**src/rtl/dsfr_pkg.sv**
```systemverilog
package dsfr_pkg;
  // Timing
  localparam int CLK_NS   = 8;
  localparam int CONV_NS  = 1000;
  localparam int CONV_CYC = (CONV_NS + CLK_NS - 1) / CLK_NS;
  // Frame lengths
  localparam logic [5:0] LEN_CRC   = 6'h20;
  localparam logic [5:0] LEN_PLAIN = 6'h18;
  // Register addresses
  localparam logic [4:0] ADR_NOP     = 5'h00;
  localparam logic [4:0] ADR_KEY     = 5'h08;
  localparam logic [4:0] ADR_ADC_CFG = 5'h11;
  localparam logic [4:0] ADR_RB_SEL  = 5'h13;
  localparam logic [4:0] ADR_STATUS  = 5'h16;
  localparam logic [4:0] ADR_RSV_LO  = 5'h19;
  localparam logic [4:0] ADR_RSV_HI  = 5'h1b;
  localparam logic [4:0] ADR_LAST    = 5'h1c;
  // Values
  localparam logic [15:0] KEY_CONVERT = 16'h1adc;
  localparam logic [1:0]  SYNC_PAT    = 2'h2;
  localparam logic [15:0] RB_SEL_RST  = 16'h0000;
  localparam logic [15:0] ADC_CFG_RST = 16'h0000;
  localparam logic [7:0]  CRC_FILL    = 8'h00;
  // Field positions
  localparam int RB_MODE_LSB = 8;
  localparam int RB_ADR_LSB  = 0;
  localparam int STAT_BUSY   = 30;

  typedef enum logic [1:0] {
    RB_TWO_STAGE = 2'h0,
    RB_AUTO      = 2'h1,
    RB_SHARED    = 2'h2,
    RB_ECHO      = 2'h3
  } dsfr_rb_mode_t;

  typedef enum logic [2:0] {
    SQ_DEPTH  = 3'h0,
    SQ_LOAD   = 3'h1,
    SQ_KEY    = 3'h2,
    SQ_AUTO   = 3'h3,
    SQ_SINGLE = 3'h4,
    SQ_SKEY   = 3'h5
  } dsfr_sq_cmd_t;

  typedef enum logic [1:0] {
    ST_IDLE  = 2'b01,
    ST_FRAME = 2'b10
  } dsfr_state_t;

  typedef struct packed {
    logic        slip;
    logic [1:0]  dev;
    logic [4:0]  adr;
    logic [15:0] data;
  } dsfr_cmd_t;

  typedef struct packed {
    logic [4:0]  pad;
    logic [2:0]  cmd;
    logic [2:0]  arg;
    logic [4:0]  sel;
  } dsfr_adc_cfg_t;
endpackage : dsfr_pkg

```
**src/rtl/dsfr_serial_frame.sv**
```systemverilog
`timescale 1ns/100ps
// Notes on behaviour
// - Status keeps the latest finished conversion result and its input selection.
// - An autostatus frame during a conversion returns the older result with busy set.
// - Conversion commands arriving while busy are dropped.
// - The sequencer pointer advances only after the running conversion ends.
// - Access to a reserved register address is flagged invalid.
// - With checking on, only exactly 32-bit frames are accepted.
// - With checking off, 24-bit and 32-bit frames are accepted, tail ignored.
// - Frame bits 22 and 21 must match the two address pins.
// - Bits 20 to 16 select the register, bits 15 to 0 carry data.
// - Four readback behaviours chosen by the mode field of readback_select.
// - Two-stage: select register at 0x13, next frame shifts its contents out.
// - A new two-stage request may ride in the collecting frame.
// - Read frame opens with 10, then fault bit, address, sixteen data bits.
// - Autostatus returns the status word during every frame.
// - Shared-select: flag set on valid write, cleared at next select fall.
// - Echo: like autostatus, every second frame returns the previous command.
// - Converter config: command bits 10:8, data 7:5, input selection 4:0.
// - Command 010 enables key sequencing; each key write steps the channel.
// - No-operation is zero data at address zero; reads back zero.
module dsfr_serial_frame #(
  parameter int RES_W    = 12,
  parameter int SEQ_N    = 8
) (
  // Clock and reset
  input  wire logic             mclk,
  input  wire logic             resetn,
  // Serial pins
  input  wire logic             sclk,
  input  wire logic             sync_n,
  input  wire logic             sdi,
  output logic                  sdo,
  output logic                  sdo_oe,
  // Straps and status pins
  input  wire logic             hw_addr_hi,
  input  wire logic             hw_addr_lo,
  input  wire logic             fault_pin,
  // Configuration
  input  wire logic             crc_enable,
  // Diagnostic converter
  input  wire logic [RES_W-1:0] adc_result,
  output logic                  adc_start,
  output logic [4:0]            diag_input_sel,
  // Frame events
  output logic                  frame_valid,
  output logic                  frame_error,
  output logic                  invalid_access
);

  // Pin synchronisers: {fault, addr_hi, addr_lo, sdi, sync_n, sclk}
  logic [5:0] meta, sy, sy_d;
  always_ff @(posedge mclk) begin
    if (!resetn) begin
      meta <= 6'h02;
      sy   <= 6'h02;
      sy_d <= 6'h02;
    end else begin
      meta <= {fault_pin, hw_addr_hi, hw_addr_lo, sdi, sync_n, sclk};
      sy   <= meta;
      sy_d <= sy;
    end
  end
  logic sclk_rise, sclk_fall, frm_start, frm_end;
  assign sclk_rise = sy[0] & ~sy_d[0];
  assign sclk_fall = ~sy[0] & sy_d[0];
  assign frm_start = ~sy[1] & sy_d[1];
  assign frm_end   = sy[1] & ~sy_d[1];

  // Frame state
  dsfr_pkg::dsfr_state_t state;
  always_ff @(posedge mclk) begin
    if (!resetn) begin
      state <= dsfr_pkg::ST_IDLE;
    end else begin
      case (state)
        dsfr_pkg::ST_IDLE:  if (frm_start) state <= dsfr_pkg::ST_FRAME;
        dsfr_pkg::ST_FRAME: if (frm_end) state <= dsfr_pkg::ST_IDLE;
        default:            state <= dsfr_pkg::ST_IDLE;
      endcase
    end
  end

  // Input shifter; count saturates so overlong frames stay rejected
  logic [31:0] sh;
  logic [5:0]  cnt;
  always_ff @(posedge mclk) begin
    if (!resetn) begin
      sh  <= 32'h0;
      cnt <= 6'h0;
    end else if (frm_start) begin
      cnt <= 6'h0;
    end else if (state == dsfr_pkg::ST_FRAME && sclk_rise) begin
      sh  <= {sh[30:0], sy[2]};
      cnt <= (cnt == 6'h3f) ? cnt : cnt + 6'h1;
    end
  end

  // Frame decode
  dsfr_pkg::dsfr_cmd_t cmd;
  logic len_ok, slip_ok, dev_ok, rsv, rb_rsv, frame_ok, wr_ok;
  assign cmd      = (cnt == dsfr_pkg::LEN_CRC) ? sh[31:8] : sh[23:0];
  assign len_ok   = crc_enable ? (cnt == dsfr_pkg::LEN_CRC)
                  : (cnt == dsfr_pkg::LEN_PLAIN || cnt == dsfr_pkg::LEN_CRC);
  assign slip_ok  = cmd.slip != cmd.dev[1];
  assign dev_ok   = cmd.dev == sy[4:3];
  assign rsv      = (cmd.adr >= dsfr_pkg::ADR_RSV_LO && cmd.adr <= dsfr_pkg::ADR_RSV_HI)
                  || cmd.adr > dsfr_pkg::ADR_LAST;
  assign rb_rsv   = cmd.adr == dsfr_pkg::ADR_RB_SEL && ((cmd.data[4:0] >= dsfr_pkg::ADR_RSV_LO
                  && cmd.data[4:0] <= dsfr_pkg::ADR_RSV_HI) || cmd.data[4:0] > dsfr_pkg::ADR_LAST);
  assign frame_ok = frm_end && state == dsfr_pkg::ST_FRAME && len_ok && slip_ok && dev_ok;
  assign wr_ok    = frame_ok & ~rsv;
  dsfr_pkg::dsfr_cmd_t last_cmd;
  logic [15:0] readback_select, adc_config;
  always_ff @(posedge mclk) begin
    if (!resetn) begin
      frame_valid    <= 1'b0;
      frame_error    <= 1'b0;
      invalid_access <= 1'b0;
      last_cmd       <= '0;
    end else begin
      frame_valid    <= frame_ok;
      frame_error    <= frm_end && state == dsfr_pkg::ST_FRAME && !(len_ok && slip_ok);
      invalid_access <= frame_ok & (rsv | rb_rsv);
      if (frame_ok) last_cmd <= cmd;
    end
  end

  always_ff @(posedge mclk) begin
    if (!resetn) begin
      readback_select <= dsfr_pkg::RB_SEL_RST;
      adc_config      <= dsfr_pkg::ADC_CFG_RST;
    end else if (wr_ok && cmd.adr == dsfr_pkg::ADR_RB_SEL) begin
      readback_select <= cmd.data;
    end else if (wr_ok && cmd.adr == dsfr_pkg::ADR_ADC_CFG) begin
      adc_config      <= cmd.data;
    end
  end

  // Converter and sequencer
  dsfr_pkg::dsfr_adc_cfg_t cfg;
  logic             busy, conv_done, seq_conv, key_seq, auto_seq, skey_armed;
  logic             cfg_cmd, key_hit, start_req, start_seq;
  logic [15:0]      conv_cnt;
  logic [RES_W-1:0] res;
  logic [4:0]       res_sel, skey_sel, start_sel;
  logic [2:0]       depth, ptr;
  logic [4:0]       chan [SEQ_N];
  assign cfg       = cmd.data;
  assign conv_done = busy && conv_cnt == 16'h0;
  assign cfg_cmd   = wr_ok && cmd.adr == dsfr_pkg::ADR_ADC_CFG && !busy;
  assign key_hit   = wr_ok && cmd.adr == dsfr_pkg::ADR_KEY && cmd.data == dsfr_pkg::KEY_CONVERT && !busy;

  always_comb begin
    start_req = 1'b0;
    start_seq = 1'b0;
    start_sel = chan[ptr];
    if (cfg_cmd) begin
      case (cfg.cmd)
        dsfr_pkg::SQ_KEY, dsfr_pkg::SQ_AUTO: begin
          start_req = cfg.arg[0];
          start_seq = 1'b1;
          start_sel = chan[0];
        end
        dsfr_pkg::SQ_SINGLE: begin
          start_req = 1'b1;
          start_sel = cfg.sel;
        end
        default: start_req = 1'b0;
      endcase
    end else if (key_hit) begin
      start_req = key_seq | skey_armed;
      start_seq = key_seq;
      start_sel = key_seq ? chan[ptr] : skey_sel;
    end else if (auto_seq && wr_ok && !busy) begin
      start_req = 1'b1;
      start_seq = 1'b1;
    end
  end

  always_ff @(posedge mclk) begin
    if (!resetn) begin
      depth      <= 3'h0;
      ptr        <= 3'h0;
      key_seq    <= 1'b0;
      auto_seq   <= 1'b0;
      skey_armed <= 1'b0;
      skey_sel   <= 5'h0;
      chan       <= '{default: 5'h0};
    end else if (cfg_cmd) begin
      case (cfg.cmd)
        dsfr_pkg::SQ_DEPTH: depth <= cfg.arg;
        dsfr_pkg::SQ_LOAD:  chan[cfg.arg] <= cfg.sel;
        dsfr_pkg::SQ_KEY: begin
          key_seq  <= cfg.arg[0];
          auto_seq <= 1'b0;
          ptr      <= 3'h0;
        end
        dsfr_pkg::SQ_AUTO: begin
          auto_seq <= cfg.arg[0];
          key_seq  <= 1'b0;
          ptr      <= 3'h0;
        end
        dsfr_pkg::SQ_SINGLE: auto_seq <= 1'b0;
        dsfr_pkg::SQ_SKEY: begin
          skey_sel   <= cfg.sel;
          skey_armed <= 1'b1;
        end
        default: skey_armed <= skey_armed;
      endcase
    end else if (conv_done && seq_conv) begin
      // Busy blocks config commands, so this never meets a pointer reset
      ptr <= (ptr == depth) ? 3'h0 : ptr + 3'h1;
    end
  end

  always_ff @(posedge mclk) begin
    if (!resetn) begin
      busy           <= 1'b0;
      conv_cnt       <= 16'h0;
      seq_conv       <= 1'b0;
      diag_input_sel <= 5'h0;
      adc_start      <= 1'b0;
      res            <= '0;
      res_sel        <= 5'h0;
    end else begin
      adc_start <= start_req;
      if (start_req) begin
        busy           <= 1'b1;
        conv_cnt       <= 16'(dsfr_pkg::CONV_CYC - 1);
        seq_conv       <= start_seq;
        diag_input_sel <= start_sel;
      end else if (conv_done) begin
        busy    <= 1'b0;
        res     <= adc_result;
        res_sel <= diag_input_sel;
      end else if (busy) begin
        conv_cnt <= conv_cnt - 16'h1;
      end
    end
  end

  // Readback
  dsfr_pkg::dsfr_rb_mode_t mode;
  logic [15:0] status16, rd_data;
  logic [23:0] status24, out_w;
  logic [4:0]  rb_adr;
  logic        drive, shared_flag, echo_ph;
  logic [31:0] txs;
  assign mode     = dsfr_pkg::dsfr_rb_mode_t'(readback_select[dsfr_pkg::RB_MODE_LSB +: 2]);
  assign rb_adr   = readback_select[dsfr_pkg::RB_ADR_LSB +: 5];
  assign status16 = 16'(res);
  assign status24 = {1'b0, busy, sy[5], res_sel, status16};

  always_comb begin
    if (rb_adr == dsfr_pkg::ADR_RB_SEL) begin
      rd_data = readback_select;
    end else if (rb_adr == dsfr_pkg::ADR_ADC_CFG) begin
      rd_data = adc_config;
    end else if (rb_adr == dsfr_pkg::ADR_STATUS) begin
      rd_data = status16;
    end else begin
      rd_data = 16'h0;
    end
  end

  always_comb begin
    out_w = status24;
    drive = 1'b1;
    case (mode)
      dsfr_pkg::RB_TWO_STAGE: out_w = {dsfr_pkg::SYNC_PAT, sy[5], rb_adr, rd_data};
      dsfr_pkg::RB_SHARED:    drive = shared_flag;
      dsfr_pkg::RB_ECHO:      out_w = echo_ph ? last_cmd : status24;
      default:                drive = 1'b1;
    endcase
  end

  always_ff @(posedge mclk) begin
    if (!resetn) begin
      shared_flag <= 1'b0;
    end else if (wr_ok) begin
      shared_flag <= 1'b1;
    end else if (frm_start) begin
      shared_flag <= 1'b0;
    end
  end

  always_ff @(posedge mclk) begin
    if (!resetn) begin
      echo_ph <= 1'b0;
    end else if (frm_start && mode == dsfr_pkg::RB_ECHO) begin
      echo_ph <= ~echo_ph;
    end
  end

  // Check byte is not generated; its slot shifts out as fill
  always_ff @(posedge mclk) begin
    if (!resetn) begin
      txs    <= 32'h0;
      sdo    <= 1'b0;
      sdo_oe <= 1'b0;
    end else if (frm_start) begin
      txs    <= {out_w, dsfr_pkg::CRC_FILL};
      sdo    <= out_w[23];
      sdo_oe <= drive;
    end else if (frm_end) begin
      sdo_oe <= 1'b0;
    end else if (state == dsfr_pkg::ST_FRAME && sclk_fall) begin
      txs <= {txs[30:0], 1'b0};
      sdo <= txs[30];
    end
  end
endmodule : dsfr_serial_frame
```
**config.mk**
```make
export PLATFORM = sky130hd
export DESIGN_NAME = dsfr_serial_frame
export DESIGN_NICKNAME = d
export VERILOG_FILES = /design/src/rtl/dsfr_pkg.sv /design/src/rtl/dsfr_serial_frame.sv
export SDC_FILE = /design/constraint.sdc
export NUM_CORES = 1
export LEC_CHECK = 0
export BUFFER_PORTS_ARGS = -buffer_cell sky130_fd_sc_hd__buf_2
export CAP_MARGIN = 20
export CORE_MARGIN = 2
export CORE_UTILIZATION = 30
export DETAILED_ROUTE_END_ITERATION = 10
export SLEW_MARGIN = 20
export SYNTH_ARGS = -nofsm -noshare
export SYNTH_HDL_FRONTEND = slang
export SYNTH_SLANG_ARGS = --single-unit
```
**constraint.sdc**
```tcl
create_clock -name mclk -period 4.35 [get_ports mclk]
set_clock_uncertainty 0.15 [all_clocks]
set_input_delay 1.305 -clock mclk [delete_from_list [all_inputs] [get_ports mclk]]
set_output_delay 1.305 -clock mclk [all_outputs]
set_load 0.005 [all_outputs]
```
=== Yosys cells after proc, flatten, opt, wreduce, memory -nomap -nowiden ===
Index checks and enable logic that the tools add are counted.

* Register bits: 235
* Bits in latches: 0
* RAM bits: 0
* Memory bits (read-only): 0
* Bits of input ports: 21
* Logic and storage cells: 209
* Memories: 0

* $add $sub $neg: 3
* Multiply operators: 0
* Divide/modulo/power cells: 0
* Magnitude comparators: 9
* Equal/unequal tests: 27
* Shift operators: 0
* Mux-type cells: 49
* Bitwise logic cells: 22
* Reductions and logical operators: 57

{| class="wikitable"
|+ Operators by type and width
! operator !! number
|-
| $mux 31 || 3
|-
| $mux 24 || 2
|-
| $pmux 24 s2 || 1
|-
| $bwmux 40 || 1
|-
| $mux 16 || 2
|-
| $mux 5 || 6
|-
| $reduce_and 2->1 || 14
|-
| $eq 5x5->1 const B || 5
|-
| $logic_and 1x1->1 || 23
|-
| $mux 7 || 3
|-
| $mux 1 || 17
|-
| $eq 16x13->1 const B || 1
|-
| $logic_not 16->1 || 1
|-
| $reduce_bool 2->1 || 8
|-
| $sub 16x1->16 const B || 1
|-
| $bmux 5 s3 || 1
|-
| $demux 5 s3 || 1
|-
| $eq 6x6->1 const B || 2
|-
| $mux 12 || 1
|-
| $mux 3 || 4
|-
| $not 1->1 || 12
|-
| $ge 5x5->1 const B || 2
|-
| $gt 5x5->1 const B || 2
|-
| $le 5x5->1 const B || 2
|-
| other kinds (28) || 52
|}

=== Logic depth before layout (Yosys ltp) ===
Gate-level depths: netlist of the first run.

* Word-level depth: 14
* Depth in mapped cells: 12

=== Worst setup path after synthesis of the first run ===
No wires, ideal clock.

* Path kind: input-to-reg
* Start: in crc_enable
* End: reg diag_input_sel[3]
* Setup time: 0.079 ns
* Arrival: 3.005 ns
* Setup slack: 1.116 ns
* Stages: 7
* Path buffers: 0
* Cells stage by stage: nor4b_1 > nand4_1 > a2111oi_4 > nand3_4 > or2_4 > o211a_1 > a211oi_2

* Longest elaborated chain between the ends: 10
* Elaborated cells on any way between the ends: 17
* Classes of those cells: mux (6); bitwise (1); reduce/logical (10)

{| class="wikitable"
|+ RTL lines
! element !! line !! text
|-
| start, declared || dsfr_serial_frame.sv:40 || <nowiki>input wire logic crc_enable,</nowiki>
|-
| $mux 1 (*) || dsfr_serial_frame.sv:103 || <nowiki>assign len_ok = crc_enable ? (cnt == dsfr_pkg::LEN_CRC)</nowiki>
|-
| $logic_and 1x1->1 (*) (3 in series) || dsfr_serial_frame.sv:111 || <nowiki>assign frame_ok = frm_end && state == dsfr_pkg::ST_FRAME && len_ok && slip_ok && dev_ok;</nowiki>
|-
| $and 1x1->1 (*) || dsfr_serial_frame.sv:112 || <nowiki>assign wr_ok = frame_ok & ~rsv;</nowiki>
|-
| $logic_and 1x1->1 (on tied branches) (2 in series) || dsfr_serial_frame.sv:175, dsfr_serial_frame.sv:152 ||
|-
| $mux 1 / $logic_and 1x1->1 (equally long branches) || dsfr_serial_frame.sv:175, dsfr_serial_frame.sv:152 ||
|-
| $mux 1 / $mux 5 (equally long branches) || dsfr_serial_frame.sv:171 || <nowiki>end else if (key_hit) begin</nowiki>
|-
| $mux 1 / $mux 5 (equally long branches) || dsfr_serial_frame.sv:158 || <nowiki>if (cfg_cmd) begin</nowiki>
|-
| end signal, assigned || dsfr_serial_frame.sv:232 || <nowiki>diag_input_sel <= start_sel;</nowiki>
|-
| end, declared || dsfr_serial_frame.sv:44 || <nowiki>output logic [4:0] diag_input_sel,</nowiki>
|}

Mark *: on every way between the ends. The rest lies on a longest branch, timed or not.
A chain may end at the register's enable or synchronous reset.

=== Worst setup path after layout of the first run ===
* Start: reg cnt[0]
* End: reg conv_cnt[1]

* Longest elaborated chain between the ends: 13
* Elaborated cells on any way between the ends: 36
* Classes of those cells: order compare (3); eq/ne (10); mux (6); bitwise (2); reduce/logical (15)

{| class="wikitable"
|+ RTL lines
! element !! line !! text
|-
| start, declared || dsfr_serial_frame.sv:86 || <nowiki>logic [5:0] cnt;</nowiki>
|-
| start signal, assigned || dsfr_serial_frame.sv:95 || <nowiki>cnt <= (cnt == 6'h3f) ? cnt : cnt + 6'h1;</nowiki>
|-
| $eq 6x6->1 / $eq 6x5->1 (equally long branches) || dsfr_serial_frame.sv:102, dsfr_serial_frame.sv:103, dsfr_serial_frame.sv:104 ||
|-
| $mux 24 / $logic_or 1x1->1 (equally long branches) || dsfr_serial_frame.sv:102, dsfr_serial_frame.sv:104 ||
|-
| $ge 5x5->1 (tied with other cells) || dsfr_serial_frame.sv:107 || <nowiki>assign rsv = (cmd.adr >= dsfr_pkg::ADR_RSV_LO && cmd.adr <= dsfr_pkg::ADR_RSV_HI)</nowiki>
|-
| $logic_and 1x1->1 (on tied branches) || dsfr_serial_frame.sv:107, dsfr_serial_frame.sv:111 ||
|-
| $logic_or 1x1->1 / $logic_and 1x1->1 (equally long branches) || dsfr_serial_frame.sv:108, dsfr_serial_frame.sv:111 ||
|-
| $not 1->1 / $logic_and 1x1->1 (equally long branches) || dsfr_serial_frame.sv:112, dsfr_serial_frame.sv:111 ||
|-
| $and 1x1->1 || dsfr_serial_frame.sv:112 ||
|-
| $logic_and 1x1->1 (on tied branches) (2 in series) || dsfr_serial_frame.sv:175, dsfr_serial_frame.sv:152 ||
|-
| $mux 1 / $logic_and 1x1->1 (equally long branches) || dsfr_serial_frame.sv:175, dsfr_serial_frame.sv:152 ||
|-
| $mux 1 || dsfr_serial_frame.sv:171 ||
|-
| $mux 1 (*) || dsfr_serial_frame.sv:158 ||
|-
| $reduce_or 2->1 (no source line) (*) || -- ||
|-
| end signal, assigned || dsfr_serial_frame.sv:230 || <nowiki>conv_cnt <= 16'(dsfr_pkg::CONV_CYC - 1);</nowiki>
|-
| end signal, assigned || dsfr_serial_frame.sv:238 || <nowiki>conv_cnt <= conv_cnt - 16'h1;</nowiki>
|-
| end, declared || dsfr_serial_frame.sv:144 || <nowiki>logic [15:0] conv_cnt;</nowiki>
|}

Marks and branches as above.

==> flow_summary.json, run 1 <==
{
  "ys_types": 77,
  "ys_top_cells_by_count": "dfxtp_1 (235), nand2_1 (189), nor2_1 (139)",
  "fmax_mhz": 291,
  "ys_seq_elements": 235,
  "place.gp.congestion": 0.867,
  "rows": 69,
  "clk_latency_ns": 0.53,
  "drive_gt1_frac": 0.121,
  "synth_area_leader_cell": "dfxtp_1",
  "maxSlewViolCount": 0,
  "critPathMaxFanout": 18,
  "drt_first_pass_iters": 7,
  "area_growth_syn_to_layout_pct": 12.9,
  "ios": 32,
  "clk_path_buf_depth": 3,
  "setup.worst_path.class": "flop to flop",
  "grt_overflow": 0,
  "outcome": "complete, no violations",
  "synth_area_leaders": "dfxtp_1 (43%), nand2_1 (6.5%), a211oi_1 (5.6%)",
  "swShare": 0.214,
  "grt_max_degree": 78,
  "async_reset_ff_frac": 0,
  "period_needed_ns": 3.44,
  "relSlewSlack": 0.287,
  "hold_path_startpoint": "meta[1]",
  "ys.flop_type": "dfxtp_1",
  "wl_um": 29100,
  "regArea_sq_mm": 0.00470,
  "syn_inst": 1256,
  "antenna_found_initial": 0,
  "clock_sinks": 235,
  "cts-root-buf": "clkbuf_16",
  "post-route-period-util": 0.791,
  "worstPathRequired_ns": 4.64,
  "layout.cells.non_filler": 1728,
  "start_util": 0.306,
  "pwr-share-seq": 0.487,
  "num-fill-cells": 3703,
  "irDropWorstVdd_uv": 192,
  "hold_end": "sy[1]",
  "tightest_slew_ns": 1.04,
  "rrSetupSlack_ns": 0.91,
  "cts.clk_slew.worst_paths_ns": 0.06,
  "postCtsSetupBuffers": 0,
  "maxCapViolations": 0,
  "drt-initial-drc-count": 601,
  "dieWidth_um": 195,
  "coreArea_sq_mm": 0.0357,
  "grt_pass1_vias": 8491,
  "dieArea_sq_mm": 0.0381,
  "avgViaCountPerCell": 5.19,
  "num_vias": 8967,
  "crit_path_end_kind": "flop",
  "holdBufCountCts": 0,
  "pwr-share-comb": 0.021,
  "whs_path_depth": 1,
  "worstReg2RegEnd": "conv_cnt[1]",
  "timing.rr.start": "cnt[0]",
  "power_switching_mw": 0.955,
  "synth_top_area_frac": 0.430,
  "cts_max_level": 1,
  "p_clk_frac": 0.493,
  "yosysWarnings": 0,
  "arrival_ns": 3.73,
  "yosysSeqAreaShare": 0.430,
  "hpwl_um": 20200,
  "die_h_um": 195,
  "hold_path_class": "flop to flop",
  "crit_path_start_kind": "flop",
  "fin_total_pwr_mw": 4.46,
  "synthesis.nets": 1286,
  "antenna_left": 0,
  "leakage_nw": 4.09,
  "finalHoldViolCount": 0,
  "port_buffers": 31,
  "setup_violations": 0,
  "wl_per_cell_um": 16.8,
  "rsz0062_at_grt": "false",
  "cellPowerDensity_mw_per_mm2": 361,
  "placed_cells": 1679,
  "tns_ns": 0,
  "yosysMostFrequentCell": "dfxtp_1",
  "diodes": 0,
  "synth.avg_cell_area_sq_um": 8.72,
  "syn_area_sq_mm": 0.0110,
  "cts_inserted_buffers": 27,
  "route.detailed.drc": 0,
  "synth_edf_count": 0,
  "grtUsageTotal": 0.151,
  "grt_pass1_wl_um": 47000,
  "r2r_cells": 10,
  "multi_input_area_sq_mm": 0.00574,
  "cts_tree": "built",
  "fin_nets": 1278,
  "p_int_mw": 3.50,
  "cts-resized-gates": 0
}
==> flip-flops by register name, indices dropped and copies added (netlist names), 2 cells and up <==
register,flops
chan,40
sh,32
last_cmd,24
txs,23
adc_config,16
conv_cnt,16
readback_select,16
res,12
cnt,6
meta,6
sy,6
diag_input_sel,5
res_sel,5
skey_sel,5
depth,3
ptr,3
state,2
sy_d,2
==> area by class of cell <==
class	instances	area share
clock inverters	9	0.00628
clock buffers	39	0.0640
multi-input cells	896	0.465
well taps	461	0.0467
flip-flops and latches	235	0.381
repair buffers	57	0.0283
inverters	31	0.00962
==> power groups by stage <==
stage	clock network, mW	registers (mW)	logic [mW]
finish	2.20	2.17	0.0917
global route	2.35	2.17	0.103
CTS	2.25	2.17	0.0930
detailed placement	0	2.22	0.0929
global placement	0	2.22	0.0919
floorplan	0	2.22	0.0620
==> per-stage QoR <==
step           cell area (sq um)  setup slack (ns)  hold WS (ns)   util
2_1_floorplan              11000              1.12         0.236      -
3_3_place_gp               11500             0.572         0.243  0.321
3_5_place_dp               11500             0.451         0.252  0.321
4_1_cts                    12400             0.937         0.266  0.346
5_1_grt                    12400             0.684         0.304  0.346
6_report                   12400             0.909         0.260  0.346
==> cells by family (layout without fill, tap and decap cells) <==
logic type / after synthesis / after routing / synth area share
AO/OA/AOI/OAI: 304 / 304 / 0.193
XOR/XNOR: 24 / 24 / 0.0192
adder cells (fa/ha/maj): 9 / 9 / 0.0103
buffers and inverters: 125 / 136 / 0.0473
flip-flops: 235 / 235 / 0.430
multiplexers: 75 / 75 / 0.0813
AND/OR/NAND/NOR: 484 / 484 / 0.219
==> cells in the final DEF (no fill, tap or decap), types with 11 or more instances in the layout <==
| cell type | instances |
|---|---|
| mux2i_1 | 55 |
| a22oi_1 | 14 |
| clkbuf_16 | 27 |
| buf_2 | 31 |
| nand2_1 | 189 |
| nor2b_1 | 11 |
| inv_1 | 30 |
| buf_4 | 26 |
| nor3_1 | 25 |
| o21ai_0 | 32 |
| nand3_1 | 17 |
| xnor2_1 | 17 |
| dfxtp_1 | 235 |
| o211ai_1 | 25 |
| nand4_1 | 14 |
| and2_1 | 13 |
| a21oi_1 | 83 |
| a211oi_1 | 81 |
| nor2_1 | 137 |
==> critical path, stage by stage, from the launching register on <==
cell and delay (ns):
dfxtp_1 0.34, inv_1 0.07, ha_1 0.24, nor4b_4 0.21, buf_4 0.25, nand2_4 0.15
o311a_1 0.48, and4_1 0.29, a32oi_4 0.51, nand2_1 0.38, a211oi_1 0.26
==> worst max-delay path by stage <==
stage	startpoint	end	slack (ns)	cells after the start
final	cnt[0]	conv_cnt[1]	0.91	10
after global routing	cnt[0]	conv_cnt[1]	0.68	10
after CTS	cnt[0]	conv_cnt[1]	0.94	10
after detailed placement	crc_enable	chan[20]	0.45	8
after global placement	crc_enable	chan[21]	0.57	8
after floorplan	crc_enable	diag_input_sel[3]	1.12	7
==> layer usage <==
metal / share of wire / global-route usage / vias to the layer above / wire (um)
met5: 0 / 0 / - / 0
met4: 0.020 / 0.0399 / 0 / 585
met3: 0.048 / 0.0202 / 46 / 1410
met2: 0.47 / 0.249 / 216 / 13500
met1: 0.47 / 0.207 / 4238 / 13500
li1: - / - / 4467 / -
Power figures use the tool's default switching activity.
==> run 2, diff against run 1 <==
==> constraint.sdc (replaced) <==
create_clock -name mclk -period 3.15 [get_ports mclk]
set_clock_uncertainty 0.15 [all_clocks]
set_input_delay 0.945 -clock mclk [delete_from_list [all_inputs] [get_ports mclk]]
set_output_delay 0.945 -clock mclk [all_outputs]
set_load 0.005 [all_outputs]
==> flow_summary.json, run 2 (same netlist as run 1, synthesis figures left out) <==
{
  "outcome": "complete, no violations",
  "cts.clk_slew.worst_paths_ns": 0.06,
  "crit_family": "simple AND/OR/NAND/NOR gates",
  "cp_num_buf_inv": 4,
  "critPathMaxFanout": 11,
  "rsz0062_at_grt": "false",
  "layout_common_cells": "dfxtp_1 (235), nand2_1 (189), nor2_1 (138), a21oi_1 (83), a211oi_1 (81)",
  "wl_per_cell_um": 17.0,
  "layout.cells.non_filler": 1778,
  "wl_um": 30100,
  "cts_tree": "built",
  "clk_latency_ns": 0.53,
  "rows": 69,
  "pre_cts_ws_ns": -0.110,
  "tightest_slew_ns": 0.673,
  "cellPowerDensity_mw_per_mm2": 496,
  "holdBufCountCts": 0,
  "finalHoldViolCount": 0,
  "setup_violations": 0,
  "grt_overflow": 0,
  "drt-initial-drc-count": 601,
  "worstPathRequired_ns": 3.43,
  "maxCapViolations": 0,
  "setup.worst_path.class": "flop to flop",
  "largest-register": "chan",
  "whs_path_depth": 1,
  "antenna_left": 0,
  "cts_inserted_buffers": 26,
  "clk_path_buf_depth": 3,
  "avgViaCountPerCell": 5.20,
  "cts_max_level": 1,
  "irDropWorstVdd_uv": 242,
  "grt_pass1_wl_um": 48400,
  "timing.rr.start": "cnt[0]",
  "leakage_nw": 4.41,
  "place.gp.congestion": 0.859,
  "diodes": 0,
  "grtUsageTotal": 0.155,
  "dieArea_sq_mm": 0.0381,
  "drt_first_pass_iters": 5,
  "worstReg2RegEnd": "chan[31]",
  "hold_slack_ns": 0.259,
  "largestRegisters": "chan (40), sh (32), last_cmd (24)",
  "fin_nets": 1328,
  "relSlewSlack": 0.550,
  "placed_cells": 1731,
  "fin_total_pwr_mw": 6.40,
  "grt_pass1_vias": 8842,
  "hpwl_um": 21300,
  "coreArea_sq_mm": 0.0357,
  "start_util": 0.306,
  "worst_path_largest_cell_delay_ns": 0.39,
  "crit_path_end_kind": "flop",
  "dieWidth_um": 195,
  "ios": 32,
  "arrival_ns": 3.22,
  "crit_chain": "inv_1, ha_1, nor4b_4, buf_12, nand4_1, o311a_1, buf_4, nand4_4, nor4_4, buf_4, nor2_1, a211oi_1",
  "clock_sinks": 235,
  "maxSlewViolCount": 0,
  "hold_path_startpoint": "meta[1]",
  "drive_gt1_frac": 0.153,
  "antenna_found_initial": 0,
  "finalWorstSetupSlack_ns": 0.213,
  "num_vias": 9243,
  "hold_end": "sy[1]",
  "tns_ns": 0,
  "r2r_cells": 12,
  "crit_path_start_kind": "flop",
  "fmax_mhz": 340,
  "cts-resized-gates": 0,
  "num-fill-cells": 3648,
  "crit_top_cell": "buf_4",
  "period_needed_ns": 2.94,
  "route.detailed.drc": 0,
  "cts-root-buf": "clkbuf_16",
  "postCtsSetupBuffers": 0,
  "area_growth_syn_to_layout_pct": 17.9,
  "final_common_cell": "dfxtp_1",
  "port_buffers": 31,
  "die_h_um": 195,
  "hold_path_class": "flop to flop",
  "grt_max_degree": 62,
  "largest_reg_flops": 40,
  "cp_slowest_cell": "dfxtp_1",
  "post-route-period-util": 0.933,
  "rrSetupSlack_ns": 0.21
}
[run 2: layout make-up]
class	instances	area, sq um	area share
flip-flops and latches	235	4700	0.364
clock buffers	37	773	0.0599
inverters	31	119	0.00921
multi-input cells	896	5740	0.444
well taps	461	577	0.0447
repair buffers	108	846	0.0655
clock inverters	10	154	0.0119
[run 2: report_power, final]
group / internal (mW) / total, mW / switching [mW]
combinational: 0.0456 / 0.138 / 0.0925
sequential: 2.99 / 3.00 / 0.00819
clock: 2.03 / 3.26 / 1.24
total: 5.06 / 6.40 / 1.34
[run 2: routing by layer]
metal,routed length (um),part of all wire,GRT usage
met1,14000,0.46,0.207
met2,14300,0.47,0.264
met3,1060,0.035,0.0185
met4,781,0.026,0.0464
met5,0,0,0
[run 2: worst max-delay path by stage]
stage / startpoint / to / cells after the start
floorplan: crc_enable / diag_input_sel[3] / 7
global placement: crc_enable / diag_input_sel[2] / 10
finish: cnt[0] / chan[31] / 12
detailed placement: crc_enable / diag_input_sel[1] / 10
global route: cnt[0] / chan[4] / 9
CTS: cnt[0] / chan[31] / 12
[run 2: metrics by stage]
stage	util	cell area, sq um
after detailed placement	0.335	12000
after floorplan	-	11000
final	0.361	12900
after CTS	0.361	12900
after global placement	0.335	12000
after global routing	0.361	12900
==> run 3, diff against run 2 <==
--- a/config.mk
+++ b/config.mk
@@ -7,8 +7,9 @@
 export LEC_CHECK = 0
 export BUFFER_PORTS_ARGS = -buffer_cell sky130_fd_sc_hd__buf_2
 export CAP_MARGIN = 20
+export CORE_ASPECT_RATIO = 0.9
 export CORE_MARGIN = 2
-export CORE_UTILIZATION = 30
+export CORE_UTILIZATION = 44
 export DETAILED_ROUTE_END_ITERATION = 10
 export SLEW_MARGIN = 20
 export SYNTH_ARGS = -nofsm -noshare
==> flow_summary.json, run 3 (same netlist as run 1, synthesis figures left out) <==
{
  "p_int_mw": 4.79,
  "crit_path_end_kind": "flop",
  "drive_gt1_frac": 0.155,
  "tightest_slew_ns": 0.727,
  "irDropWorstVdd_uv": 324,
  "swShare": 0.212,
  "fmax_mhz": 340,
  "wl_per_cell_um": 18.1,
  "cts.clk_slew.worst_paths_ns": 0.06,
  "pwr-share-seq": 0.493,
  "arrival_ns": 3.20,
  "grt.met2_usage": 0.364,
  "diodes": 0,
  "timing.rr.start": "cnt[0]",
  "grt_pass1_vias": 8684,
  "maxSlewViolCount": 0,
  "pwr-share-comb": 0.023,
  "leakage_nw": 4.37,
  "rsz0062_at_grt": "false",
  "finalHoldViolCount": 0,
  "outcome": "complete, no violations",
  "place.gp.congestion": 0.893,
  "num_vias": 9163,
  "grt_util_met1": 0.325,
  "grtUsageMet3": 0.0273,
  "rows": 54,
  "postCtsSetupBuffers": 0,
  "start_util": 0.450,
  "port_buffers": 31,
  "route.detailed.drc": 0,
  "place_area_sq_mm": 0.0118,
  "fin_area_sq_mm": 0.0126,
  "grt_pass1_wl_um": 47500,
  "holdBufCountCts": 0,
  "grtUsageTotal": 0.226,
  "num-fill-cells": 2281,
  "antenna_found_initial": 0,
  "critPathMaxFanout": 18,
  "cts_tree": "built",
  "final_common_cell": "dfxtp_1",
  "cts_max_level": 1,
  "grt_overflow": 0,
  "fin_total_pwr_mw": 6.08,
  "setup.worst_path.class": "flop to flop",
  "largest_reg_flops": 40,
  "power_switching_mw": 1.29,
  "post-route-period-util": 0.933,
  "antenna_left": 0,
  "ios": 32,
  "maxCapViolations": 0,
  "pre_cts_ws_ns": -0.0798,
  "relSlewSlack": 0.514,
  "clock_sinks": 235,
  "grt_max_degree": 69,
  "cts-root-buf": "clkbuf_16",
  "gr-max-usage-layer": "met2",
  "worstPathRequired_ns": 3.41,
  "largestRegisters": "chan (40), sh (32), last_cmd (24)",
  "hpwl_um": 20700,
  "dieWidth_um": 170,
  "setup_violations": 0,
  "fin_nets": 1333,
  "hold_path_startpoint": "meta[1]",
  "drt-initial-drc-count": 678,
  "crit_path_start_kind": "flop",
  "wl_um": 29500,
  "clk_path_buf_depth": 3,
  "p_clk_frac": 0.485,
  "avgViaCountPerCell": 5.64,
  "coreArea_sq_mm": 0.0243,
  "cellPowerDensity_mw_per_mm2": 481,
  "dieArea_sq_mm": 0.0262,
  "rrSetupSlack_ns": 0.21,
  "period_needed_ns": 2.94,
  "area_growth_syn_to_layout_pct": 15.5,
  "largest-register": "chan",
  "cts_inserted_buffers": 27,
  "final_util": 0.520,
  "layout_common_cells": "dfxtp_1 (235), nand2_1 (189), nor2_1 (138), a21oi_1 (83), a211oi_1 (80)",
  "clk_latency_ns": 0.53,
  "finalWorstSetupSlack_ns": 0.210,
  "cp-startpoint": "cnt[0]",
  "drt_first_pass_iters": 6,
  "die_h_um": 154,
  "hold_path_class": "flop to flop"
}
## run 3: changes by cell type in the layout (fill, tap and decap cells not counted), moves of 2 or more
cell / delta
buf_12: -2
buf_4: +6
bufinv_16: -3
clkbuf_1: +3
clkinv_2: -4
## run 3: metal layers
layer	routed length (um)	share of wire
met2	13500	0.46
met3	1200	0.041
met1	14200	0.48
met4	614	0.021
met5	0	0
## run 3: worst paths after layout
kind	depth (start not counted)	end
worst max-delay path	10	chan[16]
worst min-delay path	1	sy[1]
worst max register to register	10	chan[16]
worst min register to register	1	sy[1]
## run 3: what timing repair did
action,CTS,global route
gates resized for setup,0,6
endpoints found under the hold margin,0,0
setup endpoints to repair,0,30
## run 3: stage by stage
stage / hold slack [ns] / setup TNS [ns] / instances
after floorplan: 0.236 / 0 / 1256
after global placement: 0.245 / -0.762 / 1582
after detailed placement: 0.248 / -0.641 / 1582
after CTS: 0.261 / 0 / 1625
after global routing: 0.270 / 0 / 1625
final: 0.259 / 0 / 1625
## run 3: worst max-delay path: stages, from the launching register on
cell	delay (ns)
dfxtp_1	0.34
inv_1	0.07
ha_1	0.23
nand4bb_4	0.19
nor2_4	0.19
buf_4	0.27
mux2i_2	0.37
nand2_1	0.17
nor3_1	0.36
nand3_2	0.29
mux2i_1	0.18
## run 3: cell type report
| cell class | instances | area, sq um | area share |
|---|---|---|---|
| multi-input combinational | 896 | 5770 | 0.456 |
| sequential | 235 | 4700 | 0.372 |
| timing repair buffer | 112 | 851 | 0.0673 |
| clock buffer | 39 | 771 | 0.0609 |
| tap | 308 | 385 | 0.0305 |
| inverter | 31 | 119 | 0.00940 |
| clock inverter | 4 | 51.3 | 0.00406 |
## run 3: power groups by stage
| stage | Clock (mW) | Sequential (mW) | Combinational [mW] |
|---|---|---|---|
| CTS | 3.00 | 3.00 | 0.138 |
| global placement | 0 | 3.06 | 0.138 |
| global route | 3.13 | 3.00 | 0.151 |
| finish | 2.95 | 3.00 | 0.137 |
| detailed placement | 0 | 3.06 | 0.138 |
| floorplan | 0 | 3.06 | 0.0856 |
